<file path="src/adcseq_map.svh">
// register offsets, field positions and timing counts of the conversion sequencer
`ifndef ADCSEQ_MAP_SVH
`define ADCSEQ_MAP_SVH
`define ADCSEQ_OFS_CS        5'h00
`define ADCSEQ_OFS_TRC       5'h04
`define ADCSEQ_OFS_RES_A     5'h08
`define ADCSEQ_OFS_RES_B     5'h0C
`define ADCSEQ_OFS_RES_C     5'h10
`define ADCSEQ_OFS_RES_D     5'h14
`define ADCSEQ_CS_FLAG       7
`define ADCSEQ_CS_IE         6
`define ADCSEQ_CS_START      5
`define ADCSEQ_CS_SCAN       4
`define ADCSEQ_CS_CKS        3
`define ADCSEQ_CS_RESET      8'h00
`define ADCSEQ_TRC_RESET     2'h0
`define ADCSEQ_TRC_RSVD      6'h3F
`define ADCSEQ_TRG_TIMER     2'h2
`define ADCSEQ_TRG_PIN       2'h3
`define ADCSEQ_RES_LOW_W     6
// a state is one clock period at 20 MHz
`define ADCSEQ_CLK_PER_ST    1
`define ADCSEQ_CONV0_MAX_ST  266
`define ADCSEQ_CONV1_MAX_ST  134
`define ADCSEQ_DLY0_ST       10
`define ADCSEQ_DLY1_ST       6
`define ADCSEQ_SPL0_ST       63
`define ADCSEQ_SPL1_ST       31
`define ADCSEQ_STEP0_ST      19
`define ADCSEQ_STEP1_ST      9
`define ADCSEQ_DLY0_CYC      (`ADCSEQ_DLY0_ST * `ADCSEQ_CLK_PER_ST)
`define ADCSEQ_DLY1_CYC      (`ADCSEQ_DLY1_ST * `ADCSEQ_CLK_PER_ST)
`define ADCSEQ_SPL0_CYC      (`ADCSEQ_SPL0_ST * `ADCSEQ_CLK_PER_ST)
`define ADCSEQ_SPL1_CYC      (`ADCSEQ_SPL1_ST * `ADCSEQ_CLK_PER_ST)
`define ADCSEQ_STEP0_CYC     (`ADCSEQ_STEP0_ST * `ADCSEQ_CLK_PER_ST)
`define ADCSEQ_STEP1_CYC     (`ADCSEQ_STEP1_ST * `ADCSEQ_CLK_PER_ST)
`define ADCSEQ_CNV0_CYC      ((`ADCSEQ_CONV0_MAX_ST - `ADCSEQ_DLY0_ST - `ADCSEQ_SPL0_ST) * `ADCSEQ_CLK_PER_ST)
`define ADCSEQ_CNV1_CYC      ((`ADCSEQ_CONV1_MAX_ST - `ADCSEQ_DLY1_ST - `ADCSEQ_SPL1_ST) * `ADCSEQ_CLK_PER_ST)
`endif

</file>
<file path="src/adcseq_pkg.sv">
// types of the conversion sequencer
package adcseq_pkg;
   typedef enum logic [1:0] {
      ADCSEQ_IDLE   = 2'b00,
      ADCSEQ_DELAY  = 2'b01,
      ADCSEQ_SAMPLE = 2'b10,
      ADCSEQ_CONV   = 2'b11
   } adcseq_state_type;
endpackage : adcseq_pkg

</file>
<file path="src/adcseq_sar.sv">
// successive-approximation register, one bit decided per step pulse
`timescale 1ns/100ps
module adcseq_sar #(
   parameter int RES_W = 10
) (
   input  wire logic             core_clk_i,
   input  wire logic             rstn_i,
   input  wire logic             start_i,
   input  wire logic             step_i,
   input  wire logic             cmp_hi_i,
   output logic      [RES_W-1:0] trial_o,
   output logic      [RES_W-1:0] result_o
);
   logic [RES_W-1:0] mask;
   logic [RES_W-1:0] next_mask;
   logic [RES_W-1:0] next_trial;
   logic [RES_W-1:0] next_result;
   logic [RES_W-1:0] kept;

   always_comb begin
      next_mask   = mask;
      next_trial  = trial_o;
      next_result = result_o;
      // keep the trial bit while the input is at or above the trial level
      kept = cmp_hi_i ? trial_o : (trial_o & ~mask);
      if (start_i) begin
         next_mask  = {1'h1, {(RES_W-1){1'h0}}};
         next_trial = {1'h1, {(RES_W-1){1'h0}}};
      end else if (step_i && mask != '0) begin
         next_mask  = mask >> 1;
         next_trial = kept | (mask >> 1);
         if (mask[0]) begin
            next_result = kept;
         end
      end
   end

   always_ff @(posedge core_clk_i or negedge rstn_i) begin
      if (!rstn_i) begin
         mask     <= '0;
         trial_o  <= '0;
         result_o <= '0;
      end else begin
         mask     <= next_mask;
         trial_o  <= next_trial;
         result_o <= next_result;
      end
   end
endmodule : adcseq_sar

</file>
<file path="src/adcseq_top.sv">
// register front end and conversion sequencer of the 10-bit converter
//
// The address map and the Avalon-MM slave port were left to the implementer.
`timescale 1ns/100ps
`include "adcseq_map.svh"
// Behaviour
// - writing start 1 begins conversion; writing 0 stops it
// - single mode clears start by itself when its conversion ends
// - scan repeats until start cleared by software, reset, standby or stop
// - mode bit 4: 0 single, 1 scan
// - speed bit 3: at most 266 states when 0, 134 when 1
// - channel code picks input or scan group; codes 110 and 111 prohibited
// - one write may set start together with new mode and channel
// - done flag accepts only written 0; written 1 leaves it
// - trigger field 00/01 no hardware start, 10 timer, 11 pin
// - trigger register bits 5 to 0 read 1 and ignore writes
// - 10-bit successive approximation, single and scan modes only
// - single conversion starts when start becomes 1 by any source
// - finished result goes to the input's result register
// - single completion sets done flag; interrupt if enabled
// - start reads 1 throughout single conversion, then converter idles
// - result word holds value in bits 15 to 6, low 6 read 0
// - upper byte read copies lower byte to holding register
// - done flag clears only by 0 written after reading it as 1
// - pin trigger: falling edge on pin sets start bit
module adcseq_top #(
   parameter int RES_W = 10
) (
   input  wire logic             core_clk_i,
   input  wire logic             rstn_i,
   input  wire logic [4:0]       avs_address_i,
   input  wire logic             avs_read_i,
   input  wire logic             avs_write_i,
   input  wire logic [31:0]      avs_writedata_i,
   input  wire logic [3:0]       avs_byteenable_i,
   output logic      [31:0]      avs_readdata_o,
   output logic                  avs_waitrequest_o,
   input  wire logic             timer_module_trig_i,
   input  wire logic             external_trigger_pin_n_i,
   input  wire logic             standby_i,
   input  wire logic             module_stop_i,
   input  wire logic             cmp_hi_i,
   output logic      [RES_W-1:0] dac_code_o,
   output logic      [2:0]       input_select_o,
   output logic                  sample_o,
   output logic                  conversion_done_interrupt_o
);
   localparam logic [8:0] DLY0 = 9'(`ADCSEQ_DLY0_CYC);
   localparam logic [8:0] DLY1 = 9'(`ADCSEQ_DLY1_CYC);
   localparam logic [8:0] SPL0 = 9'(`ADCSEQ_SPL0_CYC);
   localparam logic [8:0] SPL1 = 9'(`ADCSEQ_SPL1_CYC);
   localparam logic [8:0] CNV0 = 9'(`ADCSEQ_CNV0_CYC);
   localparam logic [8:0] CNV1 = 9'(`ADCSEQ_CNV1_CYC);
   localparam logic [4:0] STP0 = 5'(`ADCSEQ_STEP0_CYC);
   localparam logic [4:0] STP1 = 5'(`ADCSEQ_STEP1_CYC);

   // control and status fields
   logic                     done_flag;
   logic                     irq_en;
   logic                     start;
   logic                     scan;
   logic                     conversion_speed_select;
   logic [2:0]               chan;
   logic [1:0]               trg;
   logic                     armed;
   logic [RES_W-1:0]         res [4];
   logic                     next_done_flag;
   logic                     next_irq_en;
   logic                     next_start;
   logic                     next_scan;
   logic                     next_cks;
   logic [2:0]               next_chan;
   logic [1:0]               next_trg;
   logic                     next_armed;
   logic [RES_W-1:0]         next_res [4];
   logic                     next_irq;

   // sequencer
   adcseq_pkg::adcseq_state_type state;
   adcseq_pkg::adcseq_state_type next_state;
   logic [8:0]               cnt;
   logic [8:0]               next_cnt;
   logic [4:0]               step_cnt;
   logic [4:0]               next_step_cnt;
   logic [2:0]               next_input_sel;
   logic                     first;
   logic                     next_first;
   logic                     next_sample;
   logic                     sar_start;
   logic                     sar_step;
   logic [RES_W-1:0]         sar_result;

   // bus
   logic                     ack;
   logic                     next_ack;
   logic [31:0]              next_rdata;
   logic [7:0]               temp;
   logic [7:0]               next_temp;

   // pin synchronisers
   logic                     cmp_s1;
   logic                     cmp_s2;
   logic                     trg_s1;
   logic                     trg_s2;
   logic                     trg_s3;

   logic [2:0]               widx;
   logic [1:0]               res_idx;
   logic                     req;
   logic                     take;
   logic                     hit_cs;
   logic                     hit_trc;
   logic                     hit_res;
   logic                     wr_cs;
   logic                     wr_trc;
   logic                     ext_fall;
   logic                     hw_trig;
   logic                     stop_req;
   logic                     prohibited;
   logic                     go;
   logic                     conv_end;
   logic                     group_last;
   logic [2:0]               first_ch;
   logic [2:0]               last_ch;
   logic [8:0]               dly_len;
   logic [8:0]               spl_len;
   logic [8:0]               cnv_len;
   logic [4:0]               stp_len;
   logic [7:0]               cs_val;

   assign widx       = avs_address_i[4:2];
   assign res_idx    = 2'(widx - 3'h2);
   assign req        = avs_read_i | avs_write_i;
   assign take       = req & ack;
   assign hit_cs     = avs_address_i == `ADCSEQ_OFS_CS;
   assign hit_trc    = avs_address_i == `ADCSEQ_OFS_TRC;
   assign hit_res    = avs_address_i >= `ADCSEQ_OFS_RES_A && avs_address_i <= `ADCSEQ_OFS_RES_D
                       && avs_address_i[1:0] == 2'h0;
   assign wr_cs      = take & avs_write_i & hit_cs & avs_byteenable_i[0];
   assign wr_trc     = take & avs_write_i & hit_trc & avs_byteenable_i[0];
   assign avs_waitrequest_o = req & ~ack;
   assign cs_val     = {done_flag, irq_en, start, scan, conversion_speed_select, chan};

   assign ext_fall   = trg_s3 & ~trg_s2;
   assign hw_trig    = (trg == `ADCSEQ_TRG_TIMER && timer_module_trig_i)
                       || (trg == `ADCSEQ_TRG_PIN && ext_fall);
   assign stop_req   = standby_i | module_stop_i;
   assign prohibited = chan[2:1] == 2'h3;
   assign go         = state == adcseq_pkg::ADCSEQ_IDLE && start && !prohibited;
   assign dly_len    = conversion_speed_select ? DLY1 : DLY0;
   assign spl_len    = conversion_speed_select ? SPL1 : SPL0;
   assign cnv_len    = conversion_speed_select ? CNV1 : CNV0;
   assign stp_len    = conversion_speed_select ? STP1 : STP0;
   assign conv_end   = state == adcseq_pkg::ADCSEQ_CONV && start && cnt == cnv_len - 9'h001;
   assign sar_step   = state == adcseq_pkg::ADCSEQ_CONV && step_cnt == stp_len - 5'h01;
   assign sar_start  = state == adcseq_pkg::ADCSEQ_SAMPLE && cnt == spl_len - 9'h001;
   // scan groups: 0xx walks from input 0, 1xx from input 4
   assign first_ch   = scan ? {chan[2], 2'h0} : chan;
   assign last_ch    = chan[2] ? {1'h1, 1'h0, chan[0]} : chan;
   assign group_last = input_select_o == last_ch;

   adcseq_sar #(
      .RES_W(RES_W)
   ) u_sar (
      .core_clk_i(core_clk_i),
      .rstn_i    (rstn_i),
      .start_i   (sar_start),
      .step_i    (sar_step),
      .cmp_hi_i  (cmp_s2),
      .trial_o   (dac_code_o),
      .result_o  (sar_result)
   );

   always_ff @(posedge core_clk_i or negedge rstn_i) begin
      if (!rstn_i) begin
         cmp_s1 <= 1'h0;
         cmp_s2 <= 1'h0;
         trg_s1 <= 1'h1;
         trg_s2 <= 1'h1;
         trg_s3 <= 1'h1;
      end else begin
         cmp_s1 <= cmp_hi_i;
         cmp_s2 <= cmp_s1;
         trg_s1 <= external_trigger_pin_n_i;
         trg_s2 <= trg_s1;
         trg_s3 <= trg_s2;
      end
   end

   // bus slave: one wait cycle, read data registered
   always_comb begin
      next_ack   = req & ~ack;
      next_rdata = 32'h0000_0000;
      next_temp  = temp;
      if (req && !ack && avs_read_i) begin
         if (hit_cs) begin
            next_rdata = {24'h00_0000, cs_val};
         end else if (hit_trc) begin
            next_rdata = {24'h00_0000, trg, `ADCSEQ_TRC_RSVD};
         end else if (hit_res && avs_byteenable_i[1:0] == 2'h1) begin
            next_rdata = {24'h00_0000, temp};
         end else if (hit_res) begin
            next_rdata = 32'({res[res_idx], 6'h00});
         end
      end
      if (take && avs_read_i && hit_res && avs_byteenable_i[1]) begin
         next_temp = {res[res_idx][1:0], 6'h00};
      end
   end

   always_ff @(posedge core_clk_i or negedge rstn_i) begin
      if (!rstn_i) begin
         ack            <= 1'h0;
         avs_readdata_o <= 32'h0000_0000;
         temp           <= 8'h00;
      end else begin
         ack            <= next_ack;
         avs_readdata_o <= next_rdata;
         temp           <= next_temp;
      end
   end

   // registers and sequencer
   always_comb begin
      next_done_flag = done_flag;
      next_irq_en    = irq_en;
      next_start     = start;
      next_scan      = scan;
      next_cks       = conversion_speed_select;
      next_chan      = chan;
      next_trg       = trg;
      next_armed     = armed;
      next_res       = res;
      next_state     = state;
      next_cnt       = cnt + 9'h001;
      next_step_cnt  = 5'h00;
      next_input_sel = input_select_o;
      next_first     = first;
      next_sample    = 1'h0;
      if (take && avs_read_i && hit_cs && avs_readdata_o[`ADCSEQ_CS_FLAG]) begin
         next_armed = 1'h1;
      end
      if (wr_cs) begin
         if (!avs_writedata_i[`ADCSEQ_CS_FLAG] && armed) begin
            next_done_flag = 1'h0;
            next_armed     = 1'h0;
         end
         next_irq_en = avs_writedata_i[`ADCSEQ_CS_IE];
         next_scan   = avs_writedata_i[`ADCSEQ_CS_SCAN];
         next_cks    = avs_writedata_i[`ADCSEQ_CS_CKS];
         next_chan   = avs_writedata_i[2:0];
      end
      if (wr_trc) begin
         next_trg = avs_writedata_i[7:6];
      end
      case (state)
         adcseq_pkg::ADCSEQ_IDLE: begin
            next_cnt = 9'h000;
            if (go) begin
               next_state     = adcseq_pkg::ADCSEQ_DELAY;
               next_input_sel = first_ch;
               next_first     = 1'h1;
               next_cnt       = 9'h001;
            end else if (start) begin
               next_start = 1'h0;
            end
         end
         adcseq_pkg::ADCSEQ_DELAY: begin
            if (cnt >= dly_len - 9'h001) begin
               next_state  = adcseq_pkg::ADCSEQ_SAMPLE;
               next_cnt    = 9'h000;
               next_sample = 1'h1;
            end
         end
         adcseq_pkg::ADCSEQ_SAMPLE: begin
            next_sample = 1'h1;
            if (sar_start) begin
               next_state  = adcseq_pkg::ADCSEQ_CONV;
               next_cnt    = 9'h000;
               next_sample = 1'h0;
            end
         end
         adcseq_pkg::ADCSEQ_CONV: begin
            next_step_cnt = sar_step ? 5'h00 : step_cnt + 5'h01;
            if (conv_end) begin
               next_res[input_select_o[1:0]] = sar_result;
               next_cnt                      = 9'h000;
               next_first                    = 1'h0;
               if (!scan) begin
                  next_state     = adcseq_pkg::ADCSEQ_IDLE;
                  next_start     = 1'h0;
                  next_done_flag = 1'h1;
               end else begin
                  next_state  = adcseq_pkg::ADCSEQ_SAMPLE;
                  next_sample = 1'h1;
                  if (group_last) begin
                     next_done_flag = 1'h1;
                     next_input_sel = first_ch;
                  end else begin
                     next_input_sel = input_select_o + 3'h1;
                  end
               end
            end
         end
         default: begin
            next_state = adcseq_pkg::ADCSEQ_IDLE;
         end
      endcase
      // a cleared start aborts whatever phase is running
      if (state != adcseq_pkg::ADCSEQ_IDLE && !start) begin
         next_state  = adcseq_pkg::ADCSEQ_IDLE;
         next_sample = 1'h0;
      end
      if (wr_cs) begin
         next_start = avs_writedata_i[`ADCSEQ_CS_START];
      end
      if (hw_trig) begin
         next_start = 1'h1;
      end
      if (stop_req) begin
         next_start = 1'h0;
      end
      next_irq = next_done_flag & next_irq_en;
   end

   always_ff @(posedge core_clk_i or negedge rstn_i) begin
      if (!rstn_i) begin
         done_flag      <= 1'h0;
         irq_en         <= 1'h0;
         start          <= 1'h0;
         scan           <= 1'h0;
         conversion_speed_select            <= 1'h0;
         chan           <= 3'h0;
         trg            <= `ADCSEQ_TRC_RESET;
         armed          <= 1'h0;
         res            <= '{default: '0};
         state          <= adcseq_pkg::ADCSEQ_IDLE;
         cnt            <= 9'h000;
         step_cnt       <= 5'h00;
         input_select_o <= 3'h0;
         first          <= 1'h0;
         sample_o       <= 1'h0;
         conversion_done_interrupt_o <= 1'h0;
      end else begin
         done_flag      <= next_done_flag;
         irq_en         <= next_irq_en;
         start          <= next_start;
         scan           <= next_scan;
         conversion_speed_select            <= next_cks;
         chan           <= next_chan;
         trg            <= next_trg;
         armed          <= next_armed;
         res            <= next_res;
         state          <= next_state;
         cnt            <= next_cnt;
         step_cnt       <= next_step_cnt;
         input_select_o <= next_input_sel;
         first          <= next_first;
         sample_o       <= next_sample;
         conversion_done_interrupt_o <= next_irq;
      end
   end

   // cycles since the start bit was taken or the previous conversion ended, used only by checks
   logic [8:0] tot;
   always_ff @(posedge core_clk_i or negedge rstn_i) begin
      if (!rstn_i) begin
         tot <= 9'h000;
      end else begin
         tot <= (conv_end || state == adcseq_pkg::ADCSEQ_IDLE) ? 9'h000 : tot + 9'h001;
      end
   end
endmodule : adcseq_top

</file>
<file path="config.mk">
export PLATFORM = sky130hd
export DESIGN_NAME = adcseq_top
export DESIGN_NICKNAME = d
export VERILOG_FILES = /design/src/adcseq_pkg.sv /design/src/adcseq_sar.sv /design/src/adcseq_top.sv
export VERILOG_INCLUDE_DIRS = /design/src
export SDC_FILE = /design/constraint.sdc
export NUM_CORES = 1
export LEC_CHECK = 0
export ABC_CLOCK_PERIOD_IN_PS = 3700
export BUFFER_PORTS_ARGS = -buffer_cell sky130_fd_sc_hd__buf_4
export CAP_MARGIN = 20
export CELL_PAD_IN_SITES_DETAIL_PLACEMENT = 1
export CELL_PAD_IN_SITES_GLOBAL_PLACEMENT = 1
export CORE_MARGIN = 2
export CORE_UTILIZATION = 48
export CTS_BUF_LIST = sky130_fd_sc_hd__clkbuf_16
export CTS_CLUSTER_SIZE = 20
export DETAILED_ROUTE_END_ITERATION = 8
export GPL_ROUTABILITY_DRIVEN = 1
export GPL_TIMING_DRIVEN = 0
export HOLD_SLACK_MARGIN = 0.03
export PLACE_DENSITY_LB_ADDON = 0.1
export SYNTH_ARGS = -nofsm -noshare
export SYNTH_HDL_FRONTEND = slang
export SYNTH_SLANG_ARGS = --single-unit
</file>
<file path="constraint.sdc">
create_clock -name core_clk_i -period 3.7 [get_ports core_clk_i]
set_clock_uncertainty 0.05 [all_clocks]
set_input_delay 0.185 -clock core_clk_i [delete_from_list [all_inputs] [get_ports core_clk_i]]
set_output_delay 0.185 -clock core_clk_i [all_outputs]
set_load 0.03 [all_outputs]
</file>
==> results of run 1 <==
-- power by group through the flow --
stage	registers, mW	logic, mW	clock network (mW)
global route	1.42	0.182	1.56
CTS	1.41	0.168	1.49
finish	1.41	0.166	1.47
global placement	1.44	0.146	0
floorplan	1.43	0.0832	0
detailed placement	1.44	0.154	0
-- area by class of cell --
type                            count  area [µm²]
Clock buffer                       17         425
Buffer                             31         185
Sequential cell                   126        3160
Multi-Input combinational cell    308        2360
Clock inverter                     13        85.1
Inverter                           17        63.8
Tap cell                          143         179
Timing Repair Buffer               68         567
Fill cell                        1194        4500
-- worst max-delay path by stage --
stage	endpoint	depth (start not counted)	start
CTS	start	8	cnt[0]
detailed placement	res[22]	7	cnt[0]
global route	start	8	cnt[0]
floorplan	res[0]	7	cnt[0]
finish	start	8	cnt[0]
global placement	res[2]	7	cnt[0]
-- routing by layer --
layer | track usage, % | routed length, µm | vias up
met5 | 0 | 0 | -
met1 | 28.9 | 5840 | 2079
li1 | - | - | 1857
met4 | 8.94 | 235 | 0
met3 | 6.05 | 571 | 18
met2 | 40.1 | 7280 | 87
-- registers in the layout, indices dropped and copies added (netlist names), 2 cells and up --
signal	count
input_select_o	3
chan	3
trg	2
avs_readdata_o	16
u_sar.result_o	10
res	40
u_sar.mask	10
state	2
temp	2
u_sar.trial_o	10
cnt	9
step_cnt	5
-- kinds of logic (layout without fill, tap and decap cells) --
group | count (synthesis) | in the layout | synth area share, %
AOI/OAI and AO/OA | 71 | 71 | 8.99
xor gates and xnor gates | 13 | 13 | 1.99
adders and majority gates | 11 | 11 | 2.41
buffers and inverters | 48 | 146 | 4.36
DFF | 126 | 126 | 55.3
muxes | 63 | 63 | 14.3
other | 1 | 16 | 0.0657
and+or+nand+nor | 134 | 134 | 12.5
-- cell usage after synthesis, types with 7 or more instances --
cell / count / share of area, %
dfrtp_1: 123 / 54
mux2_2: 50 / 9.9
nand2_1: 37 / 2.4
nor2_1: 29 / 1.9
o21ai_0: 22 / 1.9
inv_1: 17 / 1.1
buf_4: 16 / 2.1
nor2b_1: 13 / 1.4
ha_1: 11 / 2.4
a22o_1: 10 / 1.5
mux4_2: 10 / 3.9
nand3_1: 10 / 0.88
a221o_1: 9 / 1.6
xor2_1: 9 / 1.4
and3_1: 8 / 0.88
buf_2: 7 / 0.61
clkbuf_1: 7 / 0.46
-- per-stage QoR --
step	cells	total power [mW]	utilization (%)	hold WS (ns)	area, µm²
5_1_grt	723	3.16	61.0	0.0664	7020
4_1_cts	723	3.07	61.0	0.0367	7020
2_1_floorplan	482	1.52	-	-0.161	5760
6_report	723	3.05	61.0	0.0431	7020
3_3_place_gp	679	1.58	55.1	0.244	6350
3_5_place_dp	680	1.59	55.4	0.0218	6380
-- critical path, delay by kind of cell (launching register included) --
kind / cells / cell delay (ns)
flops: 1 / 0.47
compound gates: 3 / 0.49
buf+inv: 2 / 0.69
fa+ha+maj: 1 / 0.15
simple gates: 2 / 0.91
==> impl_results.md, run 1 <==
* Commonest non-fill, non-tap cell in the layout: dfrtp_1
* Max cap viols at 0
* Initial antenna violation count at 0
* CP max stage cell: nor4b_4
* Post-route ant nets at 0
* Die ar. at 12,800 µm²
* Number of diodes at 0
* Slew Limit Fails at 0
* RSZ-0062 raised after global routing: no
* Pre-CTS setup slack at 0.951 ns
* Relative slew slack at 50.3%
* Root Buffer: clkbuf_16
* Die width at 113 µm
* WL per Instance at 19.3 µm
* Synth warnings at 0
* DRT iter0 DRCs at 252
* HP Start: avs_write_i
* Sw frac at 22.9%
* CTS tree: done
* Crit-path cells: inv_1 > ha_1 > and4bb_2 > o2111ai_1 > nor4b_4 > a211o_2 > a211oi_1 > dlygate4sd3_1
* Vias at 4,041
* Area grow syn2layout at 23.0%
* Largest net degree at the start of global routing at 100
* Cells on worst reg2reg path at 8
* Post-synthesis register bit count at 126
* DR pass1 iterations at 6
* Initial Util at 49.6%
* CP Launch Type: flip-flop
* TNS Setup at 0 ns
* Rows at 39
* Clock insertion delay at the later pin of the skew report at 0.42 ns
* Number of hold buffers added after cts at 13
* CTS resizes at 0
* Crit path capture type: flip-flop
* WHS Path Cells at 3
* DRC at 6
* Part of the power in the clock network at 48.2%
* Status: finished, violations left
* Via-to-Cell Ratio at 5.59
* Worst R2R Setup Slack at 0.81 ns
* Bufs on Longest Clock Path at 2
* Post-synthesis cell area at 5710 µm²
* Post-synthesis sequential area ratio at 55.3%
* CP Data Arrival Time at 3.14 ns
* Tcrit/Tclk final at 78.0%
* PnR worst setup slack at 0.814 ns
* CP Class: reg2reg
* Psw at 699 µW
* DP Wirelength at 9030 µm
* Post-Syn Instances at 467
* Final hold vios at 0
* Worst-path clk slew at 0.06 ns
* Die height at 113 µm
* First-pass GRT wire length at 23,100 µm
* Final WL at 13,900 µm
* Power per Cell Area at 435 nW/µm²
* Most frequent cells in the layout: dfrtp_1 (123), buf_4 (69), mux2_2 (50)
* Tightest Pin Transition at 0.743 ns
* Hold Path Sink: ack
* Vias in the first global route at 4,410
* GPL Wtd Cong at 0.800
* Worst reg2reg path startpoint: cnt[0]
* Most used DFF post-synth: dfrtp_1
* Sinks on the clock net at 126
* Sequential power share at 46.3%
* Required time of the critical path at 3.95 ns
* Peak supply drop at 0.334 mV
* Share of layout cells above drive strength 1 at 30.7%
* Mean Syn Cell Area at 12.2 µm²
* Async SR Flop Fraction at 100%
* Setup Viol. Count Final at 0
* Fin nets at 630
* Gr usage total at 23.5%
* Yosys cell types at 56
* Cell-internal power at 2.35 mW
* Slowest cell delay on critical path at 0.69 ns
* Post-synth EDFFs at 0
* Grt total ovfl at 0
* Io pins at 98
* CTS H-tree lvls at 4
* TritonCTS Buffers at 17
* Max FO, Critical Path at 10
* Buffers on Ports at 54
* Reg2reg end: start
* Post-CTS setup buffers at 0
* Max Clk Rate at 0.347 GHz
* Hold crit path type: in2reg
* Leak Pwr at 3.38 nW
* Fin crit period at 2.89 ns
* Comb power frac at 5.4%
* Core area at 11,500 µm²
* Violated checks: DRC
Power figures use the tool's default switching activity.
==> run 2: changes to the inputs <==
Settings changed: ABC_CLOCK_PERIOD_IN_PS 3700 to 2800, CORE_UTILIZATION 48 to 45.
Clock period 3.7 ns to 2.8 ns, I/O delays scaled along.
==> run 2 against run 1 <==
Against the previous run: the run now ends clean; non-clock buffer count is 4 higher; sequential share of layout area down 0.76 points; clock power grew 44%; sequential cell count is the same; final area up 1.7%; cell count grew 4.7%; maximum frequency grew 17%; register-to-register slack worse by 0.47 ns; die area rose by 6.4%; utilization is 3.9 points lower; critical path type unchanged; largest cell class unchanged.
==> impl_results.md, run 2 (synthesized netlist as in run 1, its figures left out) <==
* Slew Limit Fails at 0
* CTS resizes at 0
* Fin crit period at 2.46 ns
* Cells on worst reg2reg path at 8
* Setup crit end: res[21]
* DP Wirelength at 8780 µm
* Initial Util at 45.6%
* Clock insertion delay at the later pin of the skew report at 0.42 ns
* Status: finished clean
* Grt total ovfl at 0
* Post-route ant nets at 0
* First-pass GRT wire length at 21,200 µm
* Area grow syn2layout at 25.1%
* GPL Wtd Cong at 0.784
* Sinks on the clock net at 126
* RSZ-0062 raised after global routing: no
* Design Area, Final at 7140 µm²
* Max cap viols at 0
* CP Class: reg2reg
* Final hold vios at 0
* Power per Cell Area at 589 nW/µm²
* Reg2reg end: res[21]
* Total power at 4.21 mW
* Tightest Pin Transition at 0.651 ns
* Die ar. at 13,600 µm²
* Worst reg2reg path startpoint: cnt[0]
* Io pins at 98
* Vias at 3,999
* Peak supply drop at 0.397 mV
* Die height at 117 µm
* Post-place instance area at 6420 µm²
* Vias in the first global route at 4,250
* Worst R2R Setup Slack at 0.34 ns
* Most flops, register: res
* Critical Path Start: cnt[0]
* WL per Instance at 17.1 µm
* Gr usage total at 20.6%
* DR pass1 iterations at 4
* Hold crit path type: in2async
* Max Clk Rate at 0.407 GHz
* Number of diodes at 0
* Number of fill cells at 1,344
* Rows at 41
* Leak Pwr at 3.43 nW
* Crit path capture type: flip-flop
* CP Data Arrival Time at 2.70 ns
* Initial antenna violation count at 0
* Area of the multi-input gates at 2360 µm²
* DRT iter0 DRCs at 151
* Root Buffer: clkbuf_16
* Final WL at 13,000 µm
* Die width at 117 µm
* Setup Viol. Count Final at 0
* TNS Setup at 0 ns
* Tcrit/Tclk final at 87.7%
* Relative slew slack at 56.6%
* Share of layout cells above drive strength 1 at 30.8%
* Worst-path clk slew at 0.05 ns
* CTS H-tree lvls at 4
* Fin nets at 634
* Bufs on Longest Clock Path at 2
* Max FO, Critical Path at 10
* Commonest non-fill, non-tap cell in the layout: dfrtp_1
* Largest net degree at the start of global routing at 88
* Buffers on Ports at 54
* Core area at 12,500 µm²
* DRC at 0
* CP Launch Type: flip-flop
* Largest registers: res x40, avs_readdata_o x16
* Required time of the critical path at 3.04 ns
* Max reg flops at 40
* TritonCTS Buffers at 17
* Via-to-Cell Ratio at 5.28
* Total area of sequential cells at 3160 µm²
* Most frequent cells in the layout: dfrtp_1 (123), buf_4 (72), mux2_2 (50)
* CTS tree: done
[run 2: cell types whose count changed in the layout (fill, tap and decap cells not counted), sizes merged]
cell         delta
clkinv          -4
buf             +3
inv             +3
bufinv          +2
dlygate4sd3     +1
[run 2: routing by layer]
metal	track usage, %	part of all wire (%)	vias up
li1	-	-	1872
met5	0	0	-
met2	34.7	52	60
met1	26.0	44	2056
met3	5.35	3.1	11
met4	6.75	1.1	0
[run 2: stage by stage]
step,util [%],hold slack (ns),instances,worst slack [ns]
finish,57.1,0.143,757,0.344
global route,57.1,0.159,757,0.202
CTS,56.9,0.141,754,0.0530
detailed placement,51.3,0.0244,709,0.0626
global placement,51.0,0.201,708,0.0925
floorplan,-,-0.206,482,0.588
[run 2: worst min-delay path by stage]
stage | endpoint | slack, ns | cells past startpoint
floorplan | ack | -0.21 | 0
global placement | trg_s1 | 0.20 | 1
detailed placement | res[13] | 0.02 | 1
CTS | temp[7] | 0.14 | 4
global route | temp[7] | 0.16 | 4
finish | res[3] | 0.14 | 2
[run 2: worst max-delay path, stage by stage (launching register included)]
cell and delay [ns]:
dfrtp_1 0.47, inv_1 0.12, ha_1 0.15, and4bb_2 0.23
o2111ai_1 0.19, nor4b_4 0.33, buf_4 0.23, nand2_2 0.22
mux2_2 0.34
[run 2: report_power, final]
group	internal (mW)	switching, mW	total (mW)
logic	0.0899	0.128	0.218
clock network	1.36	0.761	2.12
registers	1.84	0.0234	1.87
[run 2: cell type report]
type	count	area share, %
plain buffers	31	2.59
clock buffers	17	5.96
inverters	17	0.893
flip-flops and latches	126	44.2
repair buffers	72	8.39
well taps	172	3.01
clock inverters	14	1.93
multi-input cells	308	33.0
[run 2: repair_timing]
| item | 4_1_cts | 5_1_grt |
|---|---|---|
| endpoints found under the hold margin | 55 | 0 |
| hold buffers | 14 | 0 |
| endpoints found under the setup margin | 0 | 40 |
| buffers inserted | 0 | 3 |
